--- src/rtl/tsr_pkg.sv ---
// Package for the sensor two-wire register access block
package tsr_pkg;
    // ----------------------------------------
    // Register pointer values
    // ----------------------------------------
    localparam logic [1:0] PTR_TEMP = 2'h0; // Measured temperature, read only
    localparam logic [1:0] PTR_CONFIG = 2'h1; // Configuration, 8 bits
    localparam logic [1:0] PTR_HYST = 2'h2; // hysteresis_limit
    localparam logic [1:0] PTR_OVER = 2'h3; // Overtemperature limit
    localparam logic [1:0] PTR_RESET = 2'h0; // Pointer after reset
    // ----------------------------------------
    // Reset values and field layout
    // ----------------------------------------
    localparam logic [7:0] CONFIG_RESET = 8'h00;
    localparam logic [15:0] HYST_RESET = 16'h4B00;
    localparam logic [15:0] OVER_RESET = 16'h5000;
    localparam logic [15:0] LIMIT_MASK = 16'hFF80; // Low seven bits read zero
    localparam int CFG_INT_MODE_BIT = 1; // Interrupt mode select
    // ----------------------------------------
    // Timing
    // ----------------------------------------
    localparam int CLK_MHZ = 100;
    localparam int TIMEOUT_MS = 250;
    localparam int TIMEOUT_CYCLES = TIMEOUT_MS * 1000 * 1000 / (1000 / CLK_MHZ) / 1000 * 1000;
    localparam int TIMEOUT_W = 25;

    // Synchronised bus pin samples
    typedef struct packed {
        logic scl;
        logic sda;
    } tsr_bus_t;

    // Drive of the data pin
    typedef struct packed {
        logic o;
        logic oe;
    } tsr_drive_t;
endpackage : tsr_pkg

--- src/rtl/tsr_sync.sv ---
// Two-stage synchroniser for the bus pins
`timescale 1ns/1ps
module tsr_sync #(
    parameter int W = 2
) (
    input wire logic core_clk,
    input wire logic rstn,
    input wire logic [W-1:0] din,
    output logic [W-1:0] dout
);
    // First stage is read only by the second
    logic [W-1:0] meta_ff;

    // ----------------------------------------
    // Sampling chain, idle bus reads high
    // ----------------------------------------
    always_ff @(posedge core_clk or negedge rstn)
    begin
        if (!rstn)
        begin
            meta_ff <= '1;
            dout <= '1;
        end
        else
        begin
            meta_ff <= din;
            dout <= meta_ff;
        end
    end
endmodule // tsr_sync

--- src/rtl/tsr_top.sv ---
// Two-wire slave with pointer-selected sensor registers
// What this block does
// (RL1) Pointer picks one of four registers
// (RL2) Pointer resets to temperature register
// (RL3) Pointer holds until new pointer byte
// (RL4) Temperature read only, others read-write
// (RL5) Master writes address, pointer, config byte
// (RL6) Second config byte replaces the first
// (RL7) Only first two data bytes used
// (RL8) Master writes limit as two bytes
// (RL9) Single limit byte lands in upper byte
// (RL10) Read with stored pointer: address, data
// (RL11) Master sets pointer then repeated start
// (RL12) Short read may leave data low
// (RL13) Nine clocks or high release; stop resets
// (RL14) Data low over 250 ms resets bus
// (RL15) Master keeps clock at least 6 Hz
// (RL16) Reset strobe restores all registers
// (RL17) Limit low seven bits read zero
// (RL18) Temperature frozen during a read
// (RL19) Any read clears interrupt-mode alarm
// (RL20) Every written byte acknowledged
`timescale 1ns/1ps
module tsr_top
    import tsr_pkg::*;
#(
    parameter logic [6:0] SLAVE_ADDR = 7'h48, // Arbitrary default bus address
    parameter bit TIMEOUT_EN = 1'b1, // Variant with bus timeout
    parameter int TIMEOUT_CNT = TIMEOUT_CYCLES
) (
    input wire logic core_clk,
    input wire logic rstn,
    input wire logic scl_i,
    input wire logic sda_i,
    output tsr_pkg::tsr_drive_t sda_drv,
    input wire logic [15:0] temp_sample,
    input wire logic temp_valid,
    input wire logic alarm_event,
    output logic [7:0] config_q,
    output logic [15:0] hyst_limit_q,
    output logic [15:0] over_limit_q,
    output logic alarm_output
);
    // ----------------------------------------
    // Declarations
    // ----------------------------------------
    typedef enum logic [4:0] {
        ST_IDLE = 5'b00001, // Waiting for start
        ST_ADDR = 5'b00010, // Shifting address byte
        ST_WRX = 5'b00100, // Receiving pointer or data
        ST_RDX = 5'b01000, // Sending data
        ST_ACK = 5'b10000 // Ninth clock slot
    } tsr_state_t;

    tsr_bus_t bus_s; // Synchronised pins
    tsr_bus_t prev_ff; // Previous sample for edges
    tsr_state_t state_ff, nxt_state;
    logic [3:0] bit_ff, nxt_bit; // Bit count in byte
    logic [7:0] sh_ff, nxt_sh; // Shift register
    logic [1:0] ptr_ff, nxt_ptr; // Register pointer
    logic [1:0] cnt_ff, nxt_cnt; // Bytes after address, saturating
    logic rd_ff, nxt_rd; // Transfer direction is read
    logic ack_rd_ff, nxt_ack_rd; // Ack slot driven by master, sampled here
    logic hi_ff, nxt_hi; // Next read byte is upper
    logic oe_ff, nxt_oe; // Data pin pulled low
    logic [7:0] cfg_ff, nxt_cfg;
    logic [15:0] hyst_ff, nxt_hyst;
    logic [15:0] over_ff, nxt_over;
    logic [15:0] temp_ff, nxt_temp;
    logic [15:0] rdw; // Word the pointer selects
    logic alarm_ff, nxt_alarm;
    logic [TIMEOUT_W-1:0] to_ff, nxt_to; // Data-low counter
    logic scl_rise, scl_fall, start_c, stop_c, tmo;

    tsr_sync #(.W(2)) u_sync (
        .core_clk(core_clk),
        .rstn(rstn),
        .din({scl_i, sda_i}),
        .dout(bus_s)
    );

    // ----------------------------------------
    // Bus events
    // ----------------------------------------
    assign scl_rise = bus_s.scl & ~prev_ff.scl;
    assign scl_fall = ~bus_s.scl & prev_ff.scl;
    assign start_c = bus_s.scl & prev_ff.scl & prev_ff.sda & ~bus_s.sda;
    assign stop_c = bus_s.scl & prev_ff.scl & ~prev_ff.sda & bus_s.sda;
    // (RL14) Timeout for stuck data
    assign tmo = TIMEOUT_EN && (to_ff >= TIMEOUT_W'(TIMEOUT_CNT));

    // (RL1) Pointer selects source
    always_comb
    begin
        case (ptr_ff)
            PTR_TEMP: rdw = temp_ff;
            PTR_CONFIG: rdw = {cfg_ff, cfg_ff};
            // (RL17) Limit low bits zero
            PTR_HYST: rdw = hyst_ff & LIMIT_MASK;
            default: rdw = over_ff & LIMIT_MASK;
        endcase
    end

    // ----------------------------------------
    // Protocol next state
    // ----------------------------------------
    always_comb
    begin
        nxt_state = state_ff;
        nxt_bit = bit_ff;
        nxt_sh = sh_ff;
        nxt_ptr = ptr_ff;
        nxt_cnt = cnt_ff;
        nxt_rd = rd_ff;
        nxt_ack_rd = ack_rd_ff;
        nxt_hi = hi_ff;
        nxt_oe = oe_ff;
        nxt_cfg = cfg_ff;
        nxt_hyst = hyst_ff;
        nxt_over = over_ff;
        nxt_alarm = alarm_ff;
        // Low counter clears whenever data is high
        nxt_to = bus_s.sda ? '0 : (tmo ? to_ff : to_ff + 1'b1);
        // Alarm event sets, read clears; set wins
        if (alarm_event)
            nxt_alarm = 1'b1;
        if (start_c)
        begin
            // Start or repeated start: fresh address byte
            nxt_state = ST_ADDR;
            nxt_bit = '0;
            nxt_oe = 1'b0;
        end
        else if (stop_c || tmo)
        begin
            // (RL13) Stop resets bus logic
            nxt_state = ST_IDLE;
            nxt_oe = 1'b0;
            nxt_to = '0;
        end
        else
        begin
            case (state_ff)
                ST_IDLE:
                begin
                    nxt_oe = 1'b0;
                end
                ST_ADDR, ST_WRX:
                begin
                    if (scl_rise)
                    begin
                        nxt_sh = {sh_ff[6:0], bus_s.sda};
                        nxt_bit = bit_ff + 4'h1;
                    end
                    else if (scl_fall && bit_ff == 4'h8)
                    begin
                        nxt_state = ST_ACK;
                        nxt_ack_rd = 1'b0;
                        if (state_ff == ST_ADDR)
                        begin
                            nxt_oe = (sh_ff[7:1] == SLAVE_ADDR);
                            nxt_rd = sh_ff[0];
                            nxt_cnt = '0;
                            nxt_hi = 1'b1;
                            if (sh_ff[7:1] != SLAVE_ADDR)
                                nxt_state = ST_IDLE;
                        end
                        else
                        begin
                            // (RL20) Ack every written byte
                            nxt_oe = 1'b1;
                            if (cnt_ff != 2'h3)
                                nxt_cnt = cnt_ff + 2'h1;
                            if (cnt_ff == 2'h0)
                                // (RL3) Pointer latched here
                                nxt_ptr = sh_ff[1:0];
                            // (RL7) Bytes past two ignored
                            else if (cnt_ff <= 2'h2)
                            begin
                                // (RL4) Temperature not writable
                                case (ptr_ff)
                                    // (RL6) Later byte overrides
                                    PTR_CONFIG: nxt_cfg = sh_ff;
                                    // (RL9) First byte to upper
                                    PTR_HYST:
                                        if (cnt_ff == 2'h1)
                                            nxt_hyst = {sh_ff, 8'h00};
                                        else
                                            nxt_hyst = {hyst_ff[15:8], sh_ff} & LIMIT_MASK;
                                    PTR_OVER:
                                        if (cnt_ff == 2'h1)
                                            nxt_over = {sh_ff, 8'h00};
                                        else
                                            nxt_over = {over_ff[15:8], sh_ff} & LIMIT_MASK;
                                    default: ;
                                endcase
                            end
                        end
                    end
                end
                ST_ACK:
                begin
                    if (scl_rise && ack_rd_ff && bus_s.sda)
                        // Master nack ends the read
                        nxt_state = ST_IDLE;
                    else if (scl_fall)
                    begin
                        nxt_bit = '0;
                        if (rd_ff)
                        begin
                            // (RL10) Return selected register
                            nxt_state = ST_RDX;
                            nxt_sh = hi_ff ? rdw[15:8] : rdw[7:0];
                            nxt_hi = ~hi_ff;
                            // (RL12) Drive first bit, may be low
                            nxt_oe = hi_ff ? ~rdw[15] : ~rdw[7];
                            // (RL19) Read clears the alarm
                            if (!alarm_event)
                                nxt_alarm = 1'b0;
                        end
                        else
                        begin
                            nxt_state = ST_WRX;
                            nxt_oe = 1'b0;
                        end
                    end
                end
                ST_RDX:
                begin
                    if (scl_rise)
                        nxt_bit = bit_ff + 4'h1;
                    else if (scl_fall)
                    begin
                        nxt_sh = {sh_ff[6:0], 1'b1};
                        if (bit_ff == 4'h8)
                        begin
                            // Release for master ack
                            nxt_state = ST_ACK;
                            nxt_ack_rd = 1'b1;
                            nxt_oe = 1'b0;
                        end
                        else
                            nxt_oe = ~sh_ff[6];
                    end
                end
                default: nxt_state = ST_IDLE;
            endcase
        end
        // Only interrupt mode holds alarm until read
        if (!cfg_ff[CFG_INT_MODE_BIT] && !alarm_event)
            nxt_alarm = 1'b0;
    end

    // (RL18) Temperature frozen while reading
    always_comb
    begin
        nxt_temp = temp_ff;
        if (temp_valid && !(rd_ff && ptr_ff == PTR_TEMP && state_ff != ST_IDLE))
            nxt_temp = temp_sample;
    end

    // ----------------------------------------
    // Registers
    // ----------------------------------------
    // (RL16) Reset restores power-up values
    always_ff @(posedge core_clk or negedge rstn)
    begin
        if (!rstn)
        begin
            prev_ff <= '1;
            state_ff <= ST_IDLE;
            bit_ff <= '0;
            sh_ff <= '0;
            // (RL2) Pointer reset value
            ptr_ff <= PTR_RESET;
            cnt_ff <= '0;
            rd_ff <= 1'b0;
            ack_rd_ff <= 1'b0;
            hi_ff <= 1'b1;
            oe_ff <= 1'b0;
            cfg_ff <= CONFIG_RESET;
            hyst_ff <= HYST_RESET;
            over_ff <= OVER_RESET;
            temp_ff <= '0;
            alarm_ff <= 1'b0;
            to_ff <= '0;
        end
        else
        begin
            prev_ff <= bus_s;
            state_ff <= nxt_state;
            bit_ff <= nxt_bit;
            sh_ff <= nxt_sh;
            ptr_ff <= nxt_ptr;
            cnt_ff <= nxt_cnt;
            rd_ff <= nxt_rd;
            ack_rd_ff <= nxt_ack_rd;
            hi_ff <= nxt_hi;
            oe_ff <= nxt_oe;
            cfg_ff <= nxt_cfg;
            hyst_ff <= nxt_hyst;
            over_ff <= nxt_over;
            temp_ff <= nxt_temp;
            alarm_ff <= nxt_alarm;
            to_ff <= nxt_to;
        end
    end

    // Outputs straight from flip-flops
    // One driver for the whole carrier; open drain never drives high
    assign sda_drv = '{o: 1'b0, oe: oe_ff};
    assign config_q = cfg_ff;
    assign hyst_limit_q = hyst_ff;
    assign over_limit_q = over_ff;
    assign alarm_output = alarm_ff;
endmodule // tsr_top

--- config.mk ---
export PLATFORM = sky130hd
export DESIGN_NAME = tsr_top
export DESIGN_NICKNAME = d
export VERILOG_FILES = /design/src/rtl/tsr_pkg.sv /design/src/rtl/tsr_sync.sv /design/src/rtl/tsr_top.sv
export SDC_FILE = /design/constraint.sdc
export NUM_CORES = 1
export LEC_CHECK = 0
export ABC_AREA = 1
export BUFFER_PORTS_ARGS = -buffer_cell sky130_fd_sc_hd__buf_4
export CORE_ASPECT_RATIO = 0.7
export CORE_MARGIN = 2
export CORE_UTILIZATION = 40
export CTS_CLUSTER_SIZE = 10
export DETAILED_ROUTE_END_ITERATION = 8
export PLACE_DENSITY = 0.6
export SYNTH_ARGS = -nofsm -noshare
export SYNTH_HDL_FRONTEND = slang
export SYNTH_HIERARCHICAL = 1
export SYNTH_SLANG_ARGS = --single-unit
--- constraint.sdc ---
create_clock -name core_clk -period 2.1 [get_ports core_clk]
set_input_delay 0.63 -clock core_clk [delete_from_list [all_inputs] [get_ports core_clk]]
set_output_delay 0.63 -clock core_clk [all_outputs]
set_load 0.1 [all_outputs]
# Yosys cells after proc, flatten, opt, wreduce, memory -nomap -nowiden
# Cells that the tools add are included.
# W data, S select, Z words.
# totals
reg_bits,113
latch_bits,0
ram_bits,0
rom_bits,0
in_bits,22
wordCells,189
memories,0
# op_classes
n_addsub,3
n_mul,0
div_mod_pow,0
order_cmp,2
n_eq_ne,37
shift,0
muxes,71
bitwise,20
n_reduce_logical,35
# op_table
cell,count
$mux W25,4
$mux W8,9
$mux W5,11
$pmux W16 S3,1
$reduce_and A9 Y1,5
$mux W1,32
$ne A4 B4 Y1 const B,7
$add A25 B1 Y25 const B,1
$ge A25 B25 Y1 const B,1
$mux W4,6
$ne A2 B2 Y1 const B,12
$pmux W8 S3,1
$reduce_and A7 Y1,3
$pmux W5 S4,1
$reduce_and A10 Y1,2
$not A1 Y1,13
$reduce_and A6 Y1,2
$ne A3 B3 Y1 const B,3
$pmux W4 S2,1
$reduce_and A8 Y1,1
$and A1 B1 Y1,7
$eq A7 B7 Y1 const B,1
$logic_and A1 B1 Y1,7
$ne A7 B7 Y1 const B,1
26 further kinds,36

# Longest topological paths before layout
# Gate-level depths: netlist (run 1).
# depth
ltp_word,10
depth_mapped,13

# By module
# The synthesis (run 1) kept the hierarchy.
# by_module_without_submodules
module,n_inst,cells_each,area_each_um2,seq_area_each_um2
tsr_top,1,829,6098.3,2389.8
tsr_sync,1,4,105.1,105.1

# Worst setup path after synthesis (run 1)
# No wires, ideal clock.
# synth_timing
kind,reg-to-reg
from,register bit_ff[0]
to,"register over_ff[10], in the netlist over_limit_q[10]"
setup_ps,122
t_arrival_ps,1601
required_ps,1978
setup_slack_ps,376
path_stages_with_launch,12
cell_sequence,dfrtp_1 > inv_1 > ha_1 > nand2_1 > nor2_1 > nand2_1 > inv_1 > nand3_2 > nor2_8 > nand3_2 > nand2_1 > nand2_1
# synth_between
elab_chain_len,3
# synth_rtl
element,line_no,text
"start, declared",tsr_top.sv:58,"logic [3:0] bit_ff, nxt_bit;"
"start signal, assigned",tsr_top.sv:292,bit_ff <= nxt_bit;
$eq A4 B4 Y1,tsr_top.sv:155,else if (scl_fall && bit_ff == 4'h8)
$logic_and A1 B1 Y1,tsr_top.sv:155,
$reduce_and A10 Y1 (no line),n/a,
"end signal, assigned",tsr_top.sv:302,over_ff <= nxt_over;
"end, declared",tsr_top.sv:68,"logic [15:0] over_ff, nxt_over;"
# No other way between the ends.
# A chain may end at the register's enable or synchronous reset.

# Final worst setup path (run 1)
# layout_timing
from,register to_ff[18]
to,register to_ff[10]
# layout_between
elab_chain_len,5
elab_cells_between_ends,6
classes_between,order compare: 1; mux: 4; reduce/logical: 1
# layout_rtl
element,line_no,text
"start, declared",tsr_top.sv:72,"logic [TIMEOUT_W-1:0] to_ff, nxt_to;"
"start signal, assigned",tsr_top.sv:305,to_ff <= nxt_to;
$ge A25 B25 Y1 *,tsr_top.sv:90,assign tmo = TIMEOUT_EN && (to_ff >= TIMEOUT_W'(TIMEOUT_CNT));
$mux W25 (2 in a row),tsr_top.sv:123,nxt_to = bus_s.sda ? '0 : (tmo ? to_ff : to_ff + 1'b1);
$mux W25,tsr_top.sv:134,else if (stop_c || tmo)
$mux W25 *,tsr_top.sv:127,if (start_c)
named net nxt_to[10],tsr_top.sv:72,
# The timed path passes the listed nets; every way through them passes the cells marked *.

==> metrics.yaml, run 1 <==
global_route:
  grt_start_max_net_pins: 34
  antenna_found_initial: 0
  grt_overflow: 0
  grt_pass1_wl_mm: 27.1
  grt_use_total: 0.210
  grt_pass1_vias: 4832
detailed_routing:
  drc_errors: 0
  viasPerCell: 4.94
  wire_per_inst_um: 15.1
  first_pass_iters: 5
  antenna_left: 0
  vias: 5567
  drt-initial-drc-count: 529
  routed_wl_mm: 17.0
synthesis:
  synth.top_cell.area_share: 0.343
  synth_seq_cells: 99
  seq_area_frac_synth: 0.402
  syn_avg_cell_area_um2: 7.45
  synth.most_common_cell: "nand2_1"
  yosysTopAreaCell: "dfrtp_1"
  syn_area_um2: 6200
  synth_cells: 833
  yosys_warnings: 6
  synthFlopType: "dfrtp_1"
  yosys-top-cells-count: "nand2_1 (259), dfrtp_1 (85), inv_1 (77), nor2_1 (71), o21ai_0 (52)"
  yosys-top-cells-area: "dfrtp_1 (34%), nand2_1 (16%), dfstp_2 (5.9%)"
  synth-edff-count: 0
  async_flop_share: 1.00
  ys_types: 45
setup_path:
  reg2reg_depth: 9
  r2r_end: "to_ff[10]$_DFF_PN0_"
  required_ns: 2.38
  reg2reg_slack_ns: 0.13
  end_kind: "register"
  cp_data_arrival_time_ns: 2.26
  critPathMaxFanout: 19
  reg2reg_from: "to_ff[18]$_DFF_PN0_"
  startpoint_type: "register"
  setup.worst_path.class: "reg2reg"
floorplan:
  pin_count: 65
  die_x_um: 153
  rows: 38
  coreArea_um2: 15300
  start_util: 0.405
  die_y_um: 108
  die_area_um2: 16500
power_and_ir_drop:
  internal_power_mw: 3.27
  sequentialPowerShare: 0.447
  p_sw_frac: 0.322
  power_frac_comb: 0.196
  power_frac_clock: 0.357
  power_mw: 4.81
  vdd_drop_max_mv: 0.414
  p_leak_nw: 3.73
  power_density_nw_per_um2: 656
  p_switching_mw: 1.55
timing:
  tightest_slew_ns: 0.503
  fin_crit_sh: 0.939
  setup_viol: 0
  fmax_mhz: 507
  rsz0062_at_grt: "true"
  setup_slack_ns: 0.127
  skew_ns: 0.0111
  relSlewSlack: 0.665
  slew_viol_final: 0
  fin_crit_ns: 1.97
  hold_viol: 0
final_layout:
  final_layout_size_suffix_gt1_frac: 0.221
  area_growth_pct: 18.3
  n_antenna_cell: 0
  nNetsFinal: 952
clock_network:
  cts_tree: "built"
  cts-resized-gates: 0
  clkLatencyLatePin_ns: 0.36
  clock-sinks: 99
  cts_root_buffer: "clkbuf_16"
  clkTransAtPathRegs_ns: 0.07
  clock_path_buffers: 2
  cts_buffers: 9
  htree_levels: 3
run:
  maxCapViolCount: 0
min_path:
  hp-class: "in2async"
placement:
  post-dp-hpwl_mm: 12.8
  numPortBuffers: 49
  pre_cts_slack_ns: 0.123
  place.gp.congestion: 0.938
status:
  run_status: "complete, no violations"
## kinds of logic (layout without fill, tap and decap cells)
group	Yosys count	in the layout	synth area share
other cells	1	15	0.000605
flops	99	99	0.402
xor+xnor	9	9	0.0127
buf+inv	136	215	0.104
fa+ha+maj	8	8	0.0161
simple gates	476	477	0.361
compound gates	104	104	0.103
## metal layers
metal | vias up | wire (um) | GRT usage | share of wire
met2 | 170 | 6250 | 0.250 | 0.37
met4 | 0 | 123 | 0.0417 | 0.0072
met3 | 9 | 1270 | 0.0601 | 0.075
li1 | 2847 | - | - | -
met1 | 2541 | 9350 | 0.357 | 0.55
met5 | - | 0 | 0 | 0
## through the flow
stage                     instance area (um^2)  utilization  instances  hold WS (ns)  TNS [ns]
after global placement                    6980        0.456       1104         0.346         0
after floorplan                           6260            -        847         0.334         0
after detailed placement                  6980        0.456       1104         0.347         0
after CTS                                 7280        0.476       1120         0.188         0
final                                     7340        0.479       1127         0.180         0
after global routing                      7340        0.479       1127         0.189    -0.196
## worst max path at each step
stage	start	endpoint	slack (ns)	cells after the start
after global placement	bit_ff[0]$_DFFE_PN0P_	hyst_limit_q[15]$_DFFE_PN0P_	0.16	11
after detailed placement	to_ff[18]$_DFF_PN0_	state_ff[2]$_DFFE_PN0P_	0.12	8
after global routing	bit_ff[0]$_DFFE_PN0P_	over_limit_q[10]$_DFFE_PN0P_	-0.03	11
after CTS	to_ff[18]$_DFF_PN0_	sh_ff[4]$_DFFE_PN0P_	0.12	8
after floorplan	bit_ff[0]$_DFFE_PN0P_	over_limit_q[10]$_DFFE_PN0P_	0.38	11
final	to_ff[18]$_DFF_PN0_	to_ff[10]$_DFF_PN0_	0.13	9
## cells in the final DEF (no fill, tap or decap), drive strengths merged, types with 11 or more instances in the layout
cell type,n
dfrtp,85
inv,95
buf,104
nand2,277
clkbuf,11
dfstp,14
a21oi,20
nand4,46
conb,15
o21ai,59
nor2,86
nand3,53
## critical path, stage by stage, from the launching register on
cell      delay (ns)
dfrtp_1         0.44
nand2_1         0.12
nor2_1          0.08
a21boi_4        0.18
nand4_4         0.30
buf_4           0.28
a21oi_4         0.14
buf_12          0.18
nand2_1         0.07
nor2_1          0.09
## sequential cells by signal, indices dropped and copies added (netlist names), 4 cells and up
signal and count:
config_q 8, hyst_limit_q 9, temp_ff 16, to_ff 25
bit_ff 4, over_limit_q 9, sh_ff 8, state_ff 5
## cell type report
type / instances / area, um^2
Multi-Input combinational cell: 613 / 3130
Inverter: 95 / 357
Clock inverter: 5 / 61.3
Sequential cell: 99 / 2490
Timing Repair Buffer: 104 / 806
Fill cell: 1535 / 7970
Tap cell: 200 / 250
Clock buffer: 11 / 243
## power groups by stage
| stage | logic, mW | clock network, mW | registers, mW |
|---|---|---|---|
| 6_report | 0.944 | 1.72 | 2.15 |
| 5_1_grt | 1.07 | 1.84 | 2.16 |
| 4_1_cts | 0.935 | 1.76 | 2.15 |
| 3_5_place_dp | 0.929 | 0 | 2.18 |
| 3_3_place_gp | 0.924 | 0 | 2.18 |
| 2_1_floorplan | 0.604 | 0 | 2.14 |
## what timing repair did
| action | CTS | global route |
|---|---|---|
| setup buffers | 0 | 6 |
| hold buffers | 0 | 0 |
| setup endpoints to repair | 0 | 34 |
Note: power is estimated with default switching activity, not from simulation.
==> inputs of run 2 (changes only) <==
--- a/config.mk
+++ b/config.mk
@@ -6,6 +6,7 @@
 export NUM_CORES = 1
 export LEC_CHECK = 0
 export ABC_AREA = 1
+export ABC_CLOCK_PERIOD_IN_PS = 2100
 export BUFFER_PORTS_ARGS = -buffer_cell sky130_fd_sc_hd__buf_4
 export CORE_ASPECT_RATIO = 0.7
 export CORE_MARGIN = 2
@@ -13,7 +14,7 @@
 export CTS_CLUSTER_SIZE = 10
 export DETAILED_ROUTE_END_ITERATION = 8
 export PLACE_DENSITY = 0.6
+export SKIP_CTS_REPAIR_TIMING = 1
 export SYNTH_ARGS = -nofsm -noshare
 export SYNTH_HDL_FRONTEND = slang
-export SYNTH_HIERARCHICAL = 1
 export SYNTH_SLANG_ARGS = --single-unit
==> run 2 against run 1 <==
Utilization grew 2.8 points. Sequential share of layout area grew 3.0 points. Sequential cell count is the same. Critical endpoint is now over_limit_q[7]$_DFFE_PN0P_. Synthesized cell count shrank 14%. Worst setup slack lost 0.016 ns. Clock power shrank 8%. Cell count shrank 11%. Register-to-register slack lost 0.02 ns. Worst hold slack gained 0.033 ns.
==> metrics.yaml, run 2 <==
clock_network:
  cts_root_buffer: "clkbuf_16"  # unchanged
  clock_path_buffers: 2  # unchanged
  clkLatencyLatePin_ns: 0.35  # was 0.36 ns
  htree_levels: 3  # unchanged
  clock-sinks: 99  # unchanged
  cts_buffers: 9  # unchanged
  clkTransAtPathRegs_ns: 0.08  # was 0.07 ns
  cts_tree: "built"  # unchanged
final_layout:
  final_common_cell: "nand2_1"  # unchanged
  n_antenna_cell: 0  # unchanged
  nNetsFinal: 838  # was 952
  seqCellArea_um2: 2500  # was 2490 um^2
  area_growth_pct: 22.6  # was 18.3%
  postLayoutCellArea_um2: 6750  # was 7340 um^2
  multi_input_area_um2: 2590  # was 3130 um^2
  final_layout_size_suffix_gt1_frac: 0.213  # was 0.221
  utilization: 0.507  # was 0.479
  fillers: 1308  # was 1,535
  final_cell_mix: "nand2_1 (180), inv_1 (92), buf_4 (91), dfrtp_1 (84), nor2_1 (67)"  # was nand2_1 (259), buf_4 (102), dfrtp_1 (85), inv_1 (77), nor2_1 (71)
  largest_reg_flops: 25  # unchanged
  max_flop_register: "to_ff"  # unchanged
  layout.cells.non_filler: 998  # was 1,127
  reg.largest.list: "to_ff x25, temp_ff x16"  # unchanged
synthesis:
  yosys-top-cells-area: "dfrtp_1 (39%), nand2_1 (13%), dfstp_2 (6.7%)"  # was dfrtp_1 (34%), nand2_1 (16%), dfstp_2 (5.9%)
  ys_types: 47  # was 45
  async_flop_share: 1.00  # unchanged
  synth-edff-count: 0  # unchanged
  yosysTopAreaCell: "dfrtp_1"  # unchanged
  yosys-top-cells-count: "nand2_1 (184), inv_1 (93), dfrtp_1 (85), nor2_1 (72), o21ai_0 (44)"  # was nand2_1 (259), dfrtp_1 (85), inv_1 (77), nor2_1 (71), o21ai_0 (52)
  synth_cells: 716  # was 833
  yosys_warnings: 0  # was 6
  synth.top_cell.area_share: 0.386  # was 0.343
  syn_area_um2: 5510  # was 6200 um^2
  seq_area_frac_synth: 0.453  # was 0.402
  syn_avg_cell_area_um2: 7.69  # was 7.45 um^2
  synthFlopType: "dfrtp_1"  # unchanged
  synth.most_common_cell: "nand2_1"  # unchanged
  synth_seq_cells: 99  # unchanged
setup_path:
  cpMaxStageDelayCell: "dfrtp_1"  # unchanged
  reg2reg_from: "to_ff[17]$_DFF_PN0_"  # was to_ff[18]$_DFF_PN0_
  crit_chain: "nand2_2 -> nor2_1 -> a21boi_2 -> buf_4 -> nand4_4 -> nor3_4 -> buf_4 -> nand3_1 -> o21ai_0"  # was nand2_1 -> nor2_1 -> a21boi_4 -> nand4_4 -> buf_4 -> a21oi_4 -> buf_12 -> nand2_1 -> nor2_1
  startpoint_type: "register"  # unchanged
  startpoint: "to_ff[17]$_DFF_PN0_"  # was to_ff[18]$_DFF_PN0_
  critPathMaxFanout: 6  # was 19
  cp_data_arrival_time_ns: 2.23  # was 2.26 ns
  end_kind: "register"  # unchanged
  critical_path.max_stage_delay_ns: 0.43  # was 0.44 ns
  setup.worst_path.class: "reg2reg"  # unchanged
  critical_path.most_common_cell: "buf_4"
  worst-path-buf-inv: 2  # unchanged
  required_ns: 2.35  # was 2.38 ns
  critPathTopFamily: "simple AND/OR/NAND/NOR gates"  # unchanged
run:
  maxCapViolCount: 0  # unchanged
detailed_routing:
  antenna_left: 0  # unchanged
  first_pass_iters: 6  # was 5
  wire_per_inst_um: 14.9  # was 15.1 um
  drt-initial-drc-count: 484  # was 529
  met2_length_mm: 5.92  # was 6.25 mm
  vias: 5012  # was 5,567
  viasPerCell: 5.02  # was 4.94
  wl_met1_mm: 7.48  # was 9.35 mm
  routed_wl_mm: 14.8  # was 17.0 mm
  highest_layer: "met4"  # unchanged
  drc_errors: 0  # unchanged
  route.met3.wl_mm: 1.29  # was 1.27 mm
power_and_ir_drop:
  vdd_drop_max_mv: 0.365  # was 0.414 mV
  sequentialPowerShare: 0.452  # was 0.447
  p_leak_nw: 3.34  # was 3.73 nW
  power_density_nw_per_um2: 687  # was 656 nW/um^2
  power_frac_comb: 0.205  # was 0.196
  internal_power_mw: 3.14  # was 3.27 mW
  power_frac_clock: 0.344  # was 0.357
  p_switching_mw: 1.49  # was 1.55 mW
  p_sw_frac: 0.322  # about the same
timing:
  rsz0062_at_grt: "true"  # unchanged
  fin_crit_sh: 0.947  # was 0.939
  setup_viol: 0  # unchanged
  slew_viol_final: 0  # unchanged
  hold_viol: 0  # unchanged
  fin_crit_ns: 1.99  # was 1.97 ns
  fmax_mhz: 503  # was 507 MHz
  skew_ns: 0.0153  # was 0.0111 ns
floorplan:
  start_util: 0.414  # was 0.405
  die_area_um2: 14700  # was 16,500 um^2
  coreArea_um2: 13300  # was 15,300 um^2
  pin_count: 65  # unchanged
  rows: 35  # was 38
  die_y_um: 102  # was 108 um
  die_x_um: 144  # was 153 um
placement:
  placed_area_um2: 6330  # was 6980 um^2
  numPortBuffers: 49  # unchanged
  post-dp-hpwl_mm: 11.4  # was 12.8 mm
  place.gp.congestion: 0.971  # was 0.938
  place_inst: 975  # was 1,104
global_route:
  grt_overflow: 0  # unchanged
  grt_start_max_net_pins: 38  # was 34
  antenna_found_initial: 0  # unchanged
  grt_pass1_vias: 4664  # was 4,832
  grt_use_total: 0.213  # was 0.210
  grt_pass1_wl_mm: 24.4  # was 27.1 mm
status:
  run_status: "complete, no violations"  # unchanged
min_path:
  hp-class: "in2async"  # unchanged
==> run 2: routing by layer <==
metal,track usage,up-vias
met2,0.292,181
met5,0,-
met3,0.0572,17
met4,0.0426,0
li1,-,2469
met1,0.336,2345
==> run 2: layout make-up <==
| class | count | share of cell area |
|---|---|---|
| sequential | 99 | 0.370 |
| inverter | 97 | 0.0539 |
| tap | 185 | 0.0343 |
| clock buffer | 10 | 0.0339 |
| timing repair buffer | 98 | 0.118 |
| clock inverter | 6 | 0.00704 |
| multi-input combinational | 503 | 0.383 |
==> run 2: cells by family after synthesis <==
family	synth area share
adders and majority gates	0.0182
AOI/OAI and AO/OA	0.115
xor gates and xnor gates	0.0175
and+or+nand+nor	0.279
buffers and inverters	0.102
other	0.000681
muxes	0.0143
DFF	0.453
==> run 2: path summary, 6_finish.rpt <==
check	to	slack, ns	cells after the start
max in group asynchronous	state_ff[0]$_DFFE_PN1P_	1.21	2
worst max-delay path	over_limit_q[7]$_DFFE_PN0P_	0.11	9
worst min-delay path	to_ff[3]$_DFF_PN0_	0.21	1
min in group core_clk	u_sync.dout[0]$_DFF_PN1_	0.36	0
worst min register to register	u_sync.dout[0]$_DFF_PN1_	0.36	0
worst max register to register	over_limit_q[7]$_DFFE_PN0P_	0.11	9
==> run 2: per-stage QoR <==
step           TNS (ns)  setup WS (ns)  power [mW]  hold WS, ns
6_report              0          0.112        4.64        0.213
5_1_grt          -0.350        -0.0456        4.88        0.242
2_1_floorplan         0          0.268        2.74        0.334
3_3_place_gp     -0.111         -0.111        3.03        0.353
4_1_cts          -0.116         -0.106        4.65        0.227
3_5_place_dp    -0.0931        -0.0927        3.05        0.352
==> run 2: power by group through the flow <==
stage                     clock network [mW]  registers, mW  logic (mW)
after floorplan                            0           2.12       0.621
after global placement                     0           2.13       0.907
after detailed placement                   0           2.13       0.923
after CTS                               1.63           2.09       0.927
after global routing                    1.71           2.11        1.06
final                                   1.59           2.10       0.949
